File: src/inc/bdr_pkg.sv
// package for the bridge diagnostic and subsystem register bank
// assumes one clock domain and dword-aligned configuration accesses
package bdr_pkg;

   // ****************************************
   // register offsets (configuration space bytes)
   // ****************************************
   localparam logic [7:0] BDR_OFS_BASE_WINDOW   = 8'h10;
   localparam logic [7:0] BDR_OFS_SUBSYS_IDENTS = 8'h84;
   localparam logic [7:0] BDR_OFS_DIAG_TWO      = 8'hc8;
   localparam logic [7:0] BDR_OFS_SUBSYS_ALIAS  = 8'hd0;

   // ****************************************
   // field positions of control_diagnostic_two, the subsystem alias and the base window
   // ****************************************
   localparam int BDR_FTS_SEP_HI   = 31;
   localparam int BDR_FTS_SEP_LO   = 24;
   localparam int BDR_FTS_SHR_HI   = 23;
   localparam int BDR_FTS_SHR_LO   = 16;
   localparam int BDR_REV_HI       = 15;
   localparam int BDR_REV_LO       = 13;
   localparam int BDR_LINK_HI      = 12;
   localparam int BDR_LINK_LO      = 8;
   localparam int BDR_UNLOCK_BIT   = 5;
   localparam int BDR_RSVD_LOW_HI  = 4;
   localparam int BDR_SUBSYS_HI    = 31;
   localparam int BDR_SUBSYS_LO    = 16;
   localparam int BDR_BASE_LO      = 12;

   // ****************************************
   // reset values
   // ****************************************
   localparam logic [31:0] BDR_DIAG_TWO_RESET  = 32'h3214_6000;
   localparam logic [7:0]  BDR_FTS_SEP_RESET   = 8'h32;
   localparam logic [7:0]  BDR_FTS_SHR_RESET   = 8'h14;
   localparam logic [2:0]  BDR_SERDES_REV      = 3'h3;
   localparam logic [4:0]  BDR_LINK_RESET      = 5'h00;
   localparam logic        BDR_UNLOCK_RESET    = 1'b0;
   localparam logic [4:0]  BDR_RSVD_LOW_RESET  = 5'h00;
   localparam logic [15:0] BDR_IDENT_RESET     = 16'h0000;
   localparam logic [19:0] BDR_BASE_RESET      = 20'h0_0000;

   // one configuration access from the upstream party
   typedef struct packed
   {
      logic        wr;
      logic        rd;
      logic [7:0]  addr;
      logic [3:0]  be;
      logic [31:0] wdata;
   } bdr_cfg_req_s;

   // read answer, valid one cycle after the read
   typedef struct packed
   {
      logic        valid;
      logic [31:0] data;
   } bdr_cfg_rsp_s;

endpackage

File: src/logic/bdr_regs.sv
// register bank: second diagnostic register, subsystem alias, base window
// assumes requests come from logic on clk; reset pins are asynchronous
//
// What this block does
// - separate clock: send count from bits 31:24
// - shared clock: send count from bits 23:16
// - bits 7:6 read zero, ignore writes
// - base window read-only while unlock clear
// - unlock set: base bits 31:12 writable
// - resettable fields default on any reset
// - alias high half updates subsystem ident
// - alias low half updates vendor ident
`timescale 1ns/1ps

module bdr_regs
   import bdr_pkg::*;
(
   input  wire logic         clk,
   input  wire logic         nrst,
   input  wire logic         fundamental_reset_pin_n,
   input  wire logic         global_reset_pin_n,
   input  wire logic         shared_refclk_config,
   input  wire bdr_cfg_req_s cfg_req,
   output bdr_cfg_rsp_s      cfg_rsp,
   output logic [7:0]        fts_send_count,
   output logic [4:0]        link_number,
   output logic [19:0]       base_window_addr,
   output logic [15:0]       subsys_ident,
   output logic [15:0]       subsys_vendor_ident
);

   // ****************************************
   // reset release
   // ****************************************
   logic raw_rst_n;
   logic rst_meta;
   logic rst_n;

   assign raw_rst_n = nrst & fundamental_reset_pin_n & global_reset_pin_n;

   always_ff @(posedge clk or negedge raw_rst_n)
   begin
      if (!raw_rst_n)
      begin
         rst_meta <= 1'b0;
         rst_n    <= 1'b0;
      end
      else
      begin
         rst_meta <= 1'b1;
         rst_n    <= rst_meta;
      end
   end

   // ****************************************
   // register state
   // ****************************************
   logic [7:0]  fts_count_separate_clock;
   logic [7:0]  fts_count_shared_clock;
   logic [4:0]  link_num;
   logic        base_window_write_unlock;
   logic [4:0]  rsvd_low;
   logic [19:0] base_addr;
   logic [15:0] ident;
   logic [15:0] vendor_ident;
   logic [7:0]  fts_out;
   bdr_cfg_rsp_s rsp;

   logic [7:0]  next_fts_sep;
   logic [7:0]  next_fts_shr;
   logic [4:0]  next_link_num;
   logic        next_unlock;
   logic [4:0]  next_rsvd_low;
   logic [19:0] next_base_addr;
   logic [15:0] next_ident;
   logic [15:0] next_vendor_ident;
   logic [7:0]  next_fts_out;
   bdr_cfg_rsp_s next_rsp;

   logic [31:0] diag_view;
   logic [31:0] merged;
   logic [31:0] rd_mux;

   assign diag_view = {fts_count_separate_clock, fts_count_shared_clock, BDR_SERDES_REV, link_num,
                       2'b00, base_window_write_unlock, rsvd_low};

   always_comb
   begin
      merged = 32'h0000_0000;
      case (cfg_req.addr)
         BDR_OFS_BASE_WINDOW   : merged = {base_addr, 12'h000};
         BDR_OFS_SUBSYS_IDENTS : merged = {ident, vendor_ident};
         BDR_OFS_DIAG_TWO      : merged = diag_view;
         BDR_OFS_SUBSYS_ALIAS  : merged = {ident, vendor_ident};
         default               : merged = 32'h0000_0000;
      endcase
      rd_mux = merged;
      // byte lanes not enabled keep their old value
      for (int i = 0; i < 4; i++)
      begin
         if (cfg_req.be[i])
         begin
            merged[i*8 +: 8] = cfg_req.wdata[i*8 +: 8];
         end
      end
   end

   always_comb
   begin
      next_fts_sep      = fts_count_separate_clock;
      next_fts_shr      = fts_count_shared_clock;
      next_link_num     = link_num;
      next_unlock       = base_window_write_unlock;
      next_rsvd_low     = rsvd_low;
      next_base_addr    = base_addr;
      next_ident        = ident;
      next_vendor_ident = vendor_ident;
      if (cfg_req.wr)
      begin
         case (cfg_req.addr)
            BDR_OFS_DIAG_TWO:
            begin
               next_fts_sep  = merged[BDR_FTS_SEP_HI:BDR_FTS_SEP_LO];
               next_fts_shr  = merged[BDR_FTS_SHR_HI:BDR_FTS_SHR_LO];
               next_link_num = merged[BDR_LINK_HI:BDR_LINK_LO];
               next_unlock   = merged[BDR_UNLOCK_BIT];
               // stored as written; zero is the programmer's duty
               next_rsvd_low = merged[BDR_RSVD_LOW_HI:0];
            end
            BDR_OFS_BASE_WINDOW:
            begin
               if (base_window_write_unlock)
               begin
                  next_base_addr = merged[31:BDR_BASE_LO];
               end
            end
            BDR_OFS_SUBSYS_ALIAS, BDR_OFS_SUBSYS_IDENTS:
            begin
               next_ident        = merged[BDR_SUBSYS_HI:BDR_SUBSYS_LO];
               next_vendor_ident = merged[BDR_SUBSYS_LO-1:0];
            end
            default:
            begin
               next_ident = ident;
            end
         endcase
      end
      next_fts_out = shared_refclk_config ? fts_count_shared_clock : fts_count_separate_clock;
      next_rsp.valid = cfg_req.rd;
      next_rsp.data  = cfg_req.rd ? rd_mux : 32'h0000_0000;
   end

   always_ff @(posedge clk or negedge rst_n)
   begin
      if (!rst_n)
      begin
         fts_count_separate_clock <= BDR_FTS_SEP_RESET;
         fts_count_shared_clock   <= BDR_FTS_SHR_RESET;
         link_num                 <= BDR_LINK_RESET;
         base_window_write_unlock <= BDR_UNLOCK_RESET;
         rsvd_low                 <= BDR_RSVD_LOW_RESET;
         base_addr                <= BDR_BASE_RESET;
         ident                    <= BDR_IDENT_RESET;
         vendor_ident             <= BDR_IDENT_RESET;
         fts_out                  <= BDR_FTS_SEP_RESET;
         rsp                      <= '0;
      end
      else
      begin
         fts_count_separate_clock <= next_fts_sep;
         fts_count_shared_clock   <= next_fts_shr;
         link_num                 <= next_link_num;
         base_window_write_unlock <= next_unlock;
         rsvd_low                 <= next_rsvd_low;
         base_addr                <= next_base_addr;
         ident                    <= next_ident;
         vendor_ident             <= next_vendor_ident;
         fts_out                  <= next_fts_out;
         rsp                      <= next_rsp;
      end
   end

   assign cfg_rsp             = rsp;
   assign fts_send_count      = fts_out;
   assign link_number         = link_num;
   assign base_window_addr    = base_addr;
   assign subsys_ident        = ident;
   assign subsys_vendor_ident = vendor_ident;

   // ****************************************
   // assertions
   // ****************************************
   logic wr_diag;
   logic wr_alias;
   logic wr_base;
   assign wr_diag  = cfg_req.wr && cfg_req.addr == BDR_OFS_DIAG_TWO;
   assign wr_alias = cfg_req.wr && cfg_req.addr == BDR_OFS_SUBSYS_ALIAS;
   assign wr_base  = cfg_req.wr && cfg_req.addr == BDR_OFS_BASE_WINDOW;

   // release edge excluded: the count register still holds its reset value there
   a_fts_separate: assert property (@(posedge clk) disable iff (!rst_n)
      rst_n && !shared_refclk_config |=> fts_send_count == $past(fts_count_separate_clock))
      else $error("separate clock count not sent");
   a_fts_shared: assert property (@(posedge clk) disable iff (!rst_n)
      rst_n && shared_refclk_config |=> fts_send_count == $past(fts_count_shared_clock))
      else $error("shared clock count not sent");
   a_rsvd_zero: assert property (@(posedge clk) disable iff (!rst_n)
      cfg_req.rd && cfg_req.addr == BDR_OFS_DIAG_TWO |=> cfg_rsp.valid && cfg_rsp.data[7:6] == 2'b00)
      else $error("reserved diag bits not zero");
   a_base_locked: assert property (@(posedge clk) disable iff (!rst_n)
      wr_base && !base_window_write_unlock |=> $stable(base_window_addr))
      else $error("locked base window changed");
   a_base_open: assert property (@(posedge clk) disable iff (!rst_n)
      wr_base && base_window_write_unlock && (&cfg_req.be)
      |=> base_window_addr == $past(cfg_req.wdata[31:12]))
      else $error("unlocked base window not written");
   a_reset_value: assert property (@(posedge clk)
      $rose(rst_n) |-> diag_view == BDR_DIAG_TWO_RESET && subsys_ident == BDR_IDENT_RESET)
      else $error("defaults missing after reset");
   a_alias_ident: assert property (@(posedge clk) disable iff (!rst_n)
      wr_alias && cfg_req.be[3] && cfg_req.be[2] |=> subsys_ident == $past(cfg_req.wdata[31:16]))
      else $error("subsystem ident not aliased");
   a_alias_vendor: assert property (@(posedge clk) disable iff (!rst_n)
      wr_alias && cfg_req.be[1] && cfg_req.be[0] |=> subsys_vendor_ident == $past(cfg_req.wdata[15:0]))
      else $error("vendor ident not aliased");
   a_alias_read: assert property (@(posedge clk) disable iff (!rst_n)
      cfg_req.rd && !cfg_req.wr && cfg_req.addr == BDR_OFS_SUBSYS_ALIAS
      |=> cfg_rsp.data == {subsys_ident, subsys_vendor_ident})
      else $error("alias read mismatch");
   a_diag_write: assert property (@(posedge clk) disable iff (!rst_n)
      wr_diag && (&cfg_req.be) ##1 !shared_refclk_config |=> fts_send_count == $past(cfg_req.wdata[31:24], 2))
      else $error("new separate count not used");

   c_unlock_move: cover property (@(posedge clk) disable iff (!rst_n)
      wr_base && base_window_write_unlock);
   c_alias_write: cover property (@(posedge clk) disable iff (!rst_n) wr_alias);
   c_mode_flip: cover property (@(posedge clk) disable iff (!rst_n) $rose(shared_refclk_config));

endmodule

File: config.mk
export PLATFORM = sky130hd
export DESIGN_NAME = bdr_regs
export DESIGN_NICKNAME = d
export VERILOG_FILES = /design/src/inc/bdr_pkg.sv /design/src/logic/bdr_regs.sv
export SDC_FILE = /design/constraint.sdc
export NUM_CORES = 1
export LEC_CHECK = 0
export ABC_CLOCK_PERIOD_IN_PS = 5000
export BUFFER_PORTS_ARGS = -buffer_cell sky130_fd_sc_hd__buf_2
export CAP_MARGIN = 10
export CORE_MARGIN = 2
export CORE_UTILIZATION = 54
export CTS_BUF_LIST = sky130_fd_sc_hd__clkbuf_2 sky130_fd_sc_hd__clkbuf_4 sky130_fd_sc_hd__clkbuf_8
export DETAILED_ROUTE_END_ITERATION = 8
export GPL_TIMING_DRIVEN = 1
export PLACE_DENSITY = 0.82
export SYNTH_ARGS = -nofsm -noshare
export SYNTH_HDL_FRONTEND = slang
export SYNTH_SLANG_ARGS = --single-unit
File: constraint.sdc
create_clock -name clk -period 5 [get_ports clk]
set_input_delay 0 -clock clk [delete_from_list [all_inputs] [get_ports clk]]
set_output_delay 0 -clock clk [all_outputs]
set_load 0.02 [all_outputs]
==> results.yml, run 1 <==
status:
  outcome: "complete, no violations"
clocking:
  clk_transition_reported_paths_ns: 0.07
  cts.htree.levels: 4
  clock-sinks: 122
  worst_skew_pair.late_latency_ns: 0.43
  ctsLongestPathBuffers: 2
  cts_hold_fix_bufs: 44
  total_of_cells_resized_after_clock_tree_synthesis: 0
  tritoncts: "done"
  post-cts-setup-buffers: 0
  numCtsBuffers: 17
  clock_tree.root_cell: "sky130_fd_sc_hd__clkbuf_8"
timing:
  post-route-min-period_ns: 2.24
  worst_clock_skew_ns: 0.00952
  final-hold-violation-count: 0
  fin_crit_sh_pct: 44.8
  setup_viol: 0
  fin_setup_tns_ns: 0
  timing.max_slew.rel_slack_pct: 36.5
  worstMarginPinSlew_ns: 0.952
  fmax_mhz: 447
  drv_slew: 0
  grt_setup_unrepaired: "no"
global_route:
  grt_pass1_vias: 4315
  grt_first_pass_wirelength_um: 22000
  grt_total_ovfl: 0
  pin_count_of_the_biggest_net_entering_global_routing: 71
  antenna_found_initial: 0
  groute.usage.overall_pct: 27.6
route:
  post_drt_wl_per_cell_um: 18.5
  route.antenna.remaining_nets: 0
  via_count: 4370
  drtPass1Iterations: 5
  drc: 0
  first_iter_violations: 324
  routed_wl_um: 14200
  via_per_inst: 5.68
die:
  top_level_ports: 149
  chipHeight_um: 103
  placeableCoreArea_um2: 9680
  start_util_pct: 55.0
  chipWidth_um: 103
  rows: 36
  area_enclosed_by_the_die_boundary_um2: 10700
yosys:
  synth-edff-count: 0
  synth_fp_nets: 488
  synthCells: 437
  synthArstFlopShare_pct: 100
  synth_area_per_cell_um2: 12.2
  synth_seq_area_share_pct: 57.5
  post_synth_cell_types: 41
  syn-cell-area_um2: 5330
  yosys_warnings: 0
  synth-seq-cells: 122
  postSynth.topFlopCell: "sky130_fd_sc_hd__dfrtp_1"
final_layout:
  fraction_of_final_layout_cells_with_drive_strength_greater_than_1_pct: 39.0
  finalNetCount: 674
  design_area_um2: 7110
  syn2layout_area_growth_pct: 33.5
  layout.cells.most_common_list: "sky130_fd_sc_hd__buf_2 (148), sky130_fd_sc_hd__dfrtp_1 (113), sky130_fd_sc_hd__dlygate4sd3_1 (45)"
  final_common_cell: "sky130_fd_sc_hd__buf_2"
critical_path:
  cp.arrival_ns: 2.55
  crit_path_kind: "in -> reg"
  rr_endpoint: "fts_send_count[7]"
  worst_setup_path_end_kind: "flop"
  rr_worst_depth: 1
  worst-endpoint-required_ns: 5.31
  crit-reg2reg-launch: "rst_n"
  worstSetupStartpointType: "input pin"
  timing.critical_path.fanout_max: 27
  regToRegSetupSlack_ns: 3.34
pwr:
  power.static_leakage_nw: 3.50
  switching_power_w: 0.000509
  p_seq_share_pct: 46.7
  net_switching_share_of_the_total_power_pct: 22.8
  finalPower_w: 0.00223
  cellInternalPower_w: 0.00172
  comb_power_share_pct: 7.9
  power_density_nw_per_um2: 314
  pwr-share-clk_pct: 45.4
  peakVddDrop_uv: 200
flow_run:
  maxCapViolCount: 0
place:
  postPlaceCellArea_um2: 6160
  io_buffers: 148
  dp_hpwl_um: 8750
  finalWeightedCongestion: 0.814
min_path:
  min_path_type: "in -> async"
-- synth_stat cells, types with 2 or more instances --
cell,count,area [um2]
sky130_fd_sc_hd__nor2_1,11,41.3
sky130_fd_sc_hd__nand3b_1,2,15.0
sky130_fd_sc_hd__dfstp_2,8,210
sky130_fd_sc_hd__a21oi_1,5,25.0
sky130_fd_sc_hd__nor2b_1,44,275
sky130_fd_sc_hd__a211oi_1,19,143
sky130_fd_sc_hd__buf_4,2,15.0
sky130_fd_sc_hd__a2bb2oi_2,8,120
sky130_fd_sc_hd__and3_1,4,25.0
sky130_fd_sc_hd__nand2_4,2,22.5
sky130_fd_sc_hd__nand2_1,33,124
sky130_fd_sc_hd__a22oi_1,24,180
sky130_fd_sc_hd__buf_2,3,15.0
sky130_fd_sc_hd__dfrtp_1,114,2850
sky130_fd_sc_hd__clkbuf_1,24,90.1
sky130_fd_sc_hd__nand3_1,4,20.0
sky130_fd_sc_hd__o31ai_1,32,240
sky130_fd_sc_hd__a22o_1,16,140
sky130_fd_sc_hd__a221oi_1,15,131
sky130_fd_sc_hd__nand4_1,2,12.5
sky130_fd_sc_hd__buf_1,3,11.3
sky130_fd_sc_hd__a21boi_0,2,15.0
sky130_fd_sc_hd__mux2_2,37,417
sky130_fd_sc_hd__a2111oi_0,2,17.5
sky130_fd_sc_hd__inv_1,3,11.3
sky130_fd_sc_hd__and2_0,2,12.5
sky130_fd_sc_hd__nand2b_1,2,12.5
-- state kept, by name, indices dropped and copies added, names as in the netlist, 5 cells and up --
register,flops
rsvd_low,5
base_window_addr,20
fts_send_count,8
subsys_ident,16
subsys_vendor_ident,16
cfg_rsp,33
fts_count_shared_clock,8
fts_count_separate_clock,8
link_number,5
-- worst max-delay path by stage --
stage | start | end | cells after the start
after floorplan | rst_n | base_window_addr[0] | 0
after global placement | cfg_req[40] | rsvd_low[4] | 5
after detailed placement | cfg_req[40] | rsvd_low[3] | 5
after CTS | cfg_req[40] | rsvd_low[3] | 5
after global routing | cfg_req[40] | base_window_write_unlock | 5
final | cfg_req[45] | subsys_vendor_ident[2] | 8
-- worst max-delay path, stage by stage --
cell and delay [ns]:
sky130_fd_sc_hd__dlygate4sd3_1 0.55, sky130_fd_sc_hd__buf_2 0.24, sky130_fd_sc_hd__inv_1 0.11, sky130_fd_sc_hd__a2111oi_4 0.19
sky130_fd_sc_hd__buf_4 0.42, sky130_fd_sc_hd__nand2_4 0.16, sky130_fd_sc_hd__mux2_2 0.29, sky130_fd_sc_hd__dlygate4sd3_1 0.56
-- power groups by stage --
stage / clock [W] / sequential, W / combinational (W)
after global routing: 0.00107 / 0.00105 / 0.000190
after floorplan: 0 / 0.00108 / 0.0000601
after global placement: 0 / 0.00106 / 0.000142
after detailed placement: 0 / 0.00106 / 0.000146
final: 0.00101 / 0.00104 / 0.000176
after CTS: 0.00103 / 0.00104 / 0.000174
-- layer usage --
| metal | track usage, % | part of all wire (%) |
|---|---|---|
| met4 | 11.5 | 2.4 |
| met1 | 37.1 | 41 |
| met3 | 6.38 | 6.3 |
| met5 | 0 | 0 |
| met2 | 43.6 | 50 |
-- kinds of logic after synthesis --
family / Yosys count / share of synthesized area (%)
AOI/OAI and AO/OA: 127 / 20.0
DFF: 122 / 57.5
and+or+nand+nor: 113 / 11.5
muxes: 38 / 8.01
buffers and inverters: 36 / 2.89
other: 1 / 0.0704
-- metrics by stage --
stage / setup WS (ns) / hold WS, ns / util (%) / std cells
floorplan: 1.36 / -0.167 / - / 437
global placement: 2.47 / -0.0845 / 63.6 / 691
detailed placement: 2.36 / -0.0768 / 63.6 / 691
CTS: 2.79 / 0.00154 / 73.0 / 767
global route: 2.57 / 0.0274 / 73.4 / 769
finish: 2.76 / 0.0194 / 73.4 / 770
-- final cells by class --
class	instances	area, um2
diodes	1	2.50
clock buffers	21	277
clock inverters	11	193
fillers	674	2570
inverters	3	11.3
multi-input cells	279	2130
flip-flops and latches	122	3070
well taps	133	166
repair buffers	200	1260
No activity file was read; power rests on OpenSTA's default activity.
==> run 2, diff against run 1 <==
--- a/config.mk
+++ b/config.mk
@@ -5,7 +5,7 @@
 export SDC_FILE = /design/constraint.sdc
 export NUM_CORES = 1
 export LEC_CHECK = 0
-export ABC_CLOCK_PERIOD_IN_PS = 5000
+export ABC_CLOCK_PERIOD_IN_PS = 2250
 export BUFFER_PORTS_ARGS = -buffer_cell sky130_fd_sc_hd__buf_2
 export CAP_MARGIN = 10
 export CORE_MARGIN = 2
==> constraint.sdc (replaced) <==
create_clock -name clk -period 2.25 [get_ports clk]
set_input_delay 0 -clock clk [delete_from_list [all_inputs] [get_ports clk]]
set_output_delay 0 -clock clk [all_outputs]
set_load 0.02 [all_outputs]
==> results.yml, run 2 (synthesized netlist as in run 1, its figures left out) <==
pwr:
  peakVddDrop_uv: 469
  power.static_leakage_nw: 3.53
  power_density_nw_per_um2: 647
critical_path:
  timing.critical_path.fanout_max: 8
  regToRegSetupSlack_ns: 0.71
  rr_worst_depth: 4
  slowest_stage: "sky130_fd_sc_hd__dlygate4sd3_1"
  rr_endpoint: "base_window_addr[9]"
  worstSetupStartpointType: "input pin"
  critical_path.cell_chain: "dlygate4sd3_1 > buf_2 > inv_1 > a2111oi_4 > buf_4 > nand2_4 > mux2_2 > dlygate4sd3_1"
  cpMostUsedCell: "sky130_fd_sc_hd__dlygate4sd3_1"
  cpLargestDelayFamily: "buffers and inverters"
  worst-endpoint-required_ns: 2.55
  worst_setup_path_end_kind: "flop"
  cp.arrival_ns: 2.43
  crit_path_kind: "in -> reg"
  worstPathBufferInverterCount: 5
  crit-reg2reg-launch: "subsys_ident[5]"
  crit_path_largest_cell_delay_ns: 0.57
route:
  via_count: 4503
  first_iter_violations: 331
  drc: 0
  post_drt_wl_per_cell_um: 18.6
  drtPass1Iterations: 7
  route.antenna.remaining_nets: 0
  routed_wl_um: 14400
  via_per_inst: 5.80
clocking:
  cts.htree.levels: 4
  worst_skew_pair.late_latency_ns: 0.43
  clock_tree.root_cell: "sky130_fd_sc_hd__clkbuf_8"
  numCtsBuffers: 17
  clk_transition_reported_paths_ns: 0.07
  clock-sinks: 122
  tritoncts: "done"
  ctsLongestPathBuffers: 2
place:
  io_buffers: 148
  finalWeightedCongestion: 0.804
  dp_hpwl_um: 9260
  pre_cts_slack_ns: 0.295
global_route:
  grt_first_pass_wirelength_um: 22200
  grt_total_ovfl: 0
  antenna_found_initial: 0
  groute.usage.overall_pct: 27.8
  grt_pass1_vias: 4373
  pin_count_of_the_biggest_net_entering_global_routing: 62
timing:
  drv_slew: 0
  hold_slack_ns: 0.0189
  timing.max_slew.rel_slack_pct: 53.6
  post-route-min-period_ns: 2.13
  final-hold-violation-count: 0
  finalWorstSetupSlack_ns: 0.120
  worst_clock_skew_ns: 0.0140
  worstMarginPinSlew_ns: 0.679
  fin_crit_sh_pct: 94.7
  fin_setup_tns_ns: 0
  grt_setup_unrepaired: "no"
  setup_viol: 0
  fmax_mhz: 469
die:
  top_level_ports: 149
  chipWidth_um: 103
  placeableCoreArea_um2: 9680
  start_util_pct: 55.0
  area_enclosed_by_the_die_boundary_um2: 10700
  chipHeight_um: 103
  rows: 36
min_path:
  min_path_type: "in -> async"
final_layout:
  num_antenna_cells: 0
  layout.cells.most_common_list: "sky130_fd_sc_hd__buf_2 (148), sky130_fd_sc_hd__dfrtp_1 (113), sky130_fd_sc_hd__dlygate4sd3_1 (45)"
  syn2layout_area_growth_pct: 33.3
  largest_reg_flops: 33
  finalNetCount: 682
  final_common_cell: "sky130_fd_sc_hd__buf_2"
  fraction_of_final_layout_cells_with_drive_strength_greater_than_1_pct: 39.8
  utilization_of_the_core_after_routing_pct: 73.3
status:
  outcome: "complete, no violations"
flow_run:
  maxCapViolCount: 0
-- run 2: cell types whose count changed in the layout (fill, tap and decap cells not counted), moves of 3 or more --
| cell | before | now |
|---|---|---|
| sky130_fd_sc_hd__bufinv_16 | 5 | 1 |
| sky130_fd_sc_hd__clkbuf_8 | 19 | 22 |
| sky130_fd_sc_hd__clkinv_2 | 1 | 6 |
| sky130_fd_sc_hd__buf_12 | 0 | 3 |
| sky130_fd_sc_hd__clkinvlp_4 | 5 | 1 |
| sky130_fd_sc_hd__buf_4 | 6 | 12 |
-- run 2: routing by layer --
layer  track usage (%)  vias up  share of wire, %
li1                  -     2021                 -
met1              36.8     2202                41
met2              43.9      257                50
met3              6.99       23               7.7
met4              11.8        0               1.7
met5                 0        -                 0
-- run 2: power by group --
group	leakage (nW)	switching, W	internal (W)	total (W)
clock network	0.205	0.000844	0.00103	0.00188
logic	1.67	0.000219	0.000187	0.000406
registers	1.66	0.0000578	0.00225	0.00231
total	3.53	0.00112	0.00347	0.00459
-- run 2: worst max-delay path by stage --
stage           startpoint  slack [ns]  cells after the start                     end
6_report       cfg_req[45]        0.12                      8  subsys_vendor_ident[3]
4_1_cts        cfg_req[45]        0.19                      8  subsys_vendor_ident[7]
3_5_place_dp   cfg_req[40]        0.29                      7        subsys_ident[12]
5_1_grt        cfg_req[45]        0.07                      8  subsys_vendor_ident[3]
3_3_place_gp   cfg_req[40]        0.37                      6  subsys_vendor_ident[2]
2_1_floorplan        rst_n        0.22                      0     base_window_addr[0]
-- run 2: through the flow --
stage / total power (W) / instances / cell area (um2)
after global routing: 0.00477 / 777 / 7100
after global placement: 0.00268 / 700 / 6260
after floorplan: 0.00253 / 437 / 5330
after detailed placement: 0.00269 / 700 / 6260
final: 0.00459 / 777 / 7100
after CTS: 0.00461 / 777 / 7100
-- run 2: timing repair --
| item | CTS | global route |
|---|---|---|
| resized for setup | 0 | 0 |
| hold buffers | 45 | 0 |
| buffers inserted | 0 | 0 |
| endpoints found under the hold margin | 83 | 0 |
-- run 2: layout make-up --
| type | count | area (um2) |
|---|---|---|
| sequential | 122 | 3070 |
| fill | 669 | 2580 |
| multi-input combinational | 279 | 2130 |
| timing repair buffer | 208 | 1340 |
| clock buffer | 24 | 318 |
| tap | 133 | 166 |
| clock inverter | 8 | 67.6 |
| inverter | 3 | 11.3 |
-- run 2: worst min-delay path, cell delays in order --
cell	delay, ns
sky130_fd_sc_hd__buf_2	0.07
sky130_fd_sc_hd__and3_1	0.14
sky130_fd_sc_hd__dlygate4sd3_1	0.58
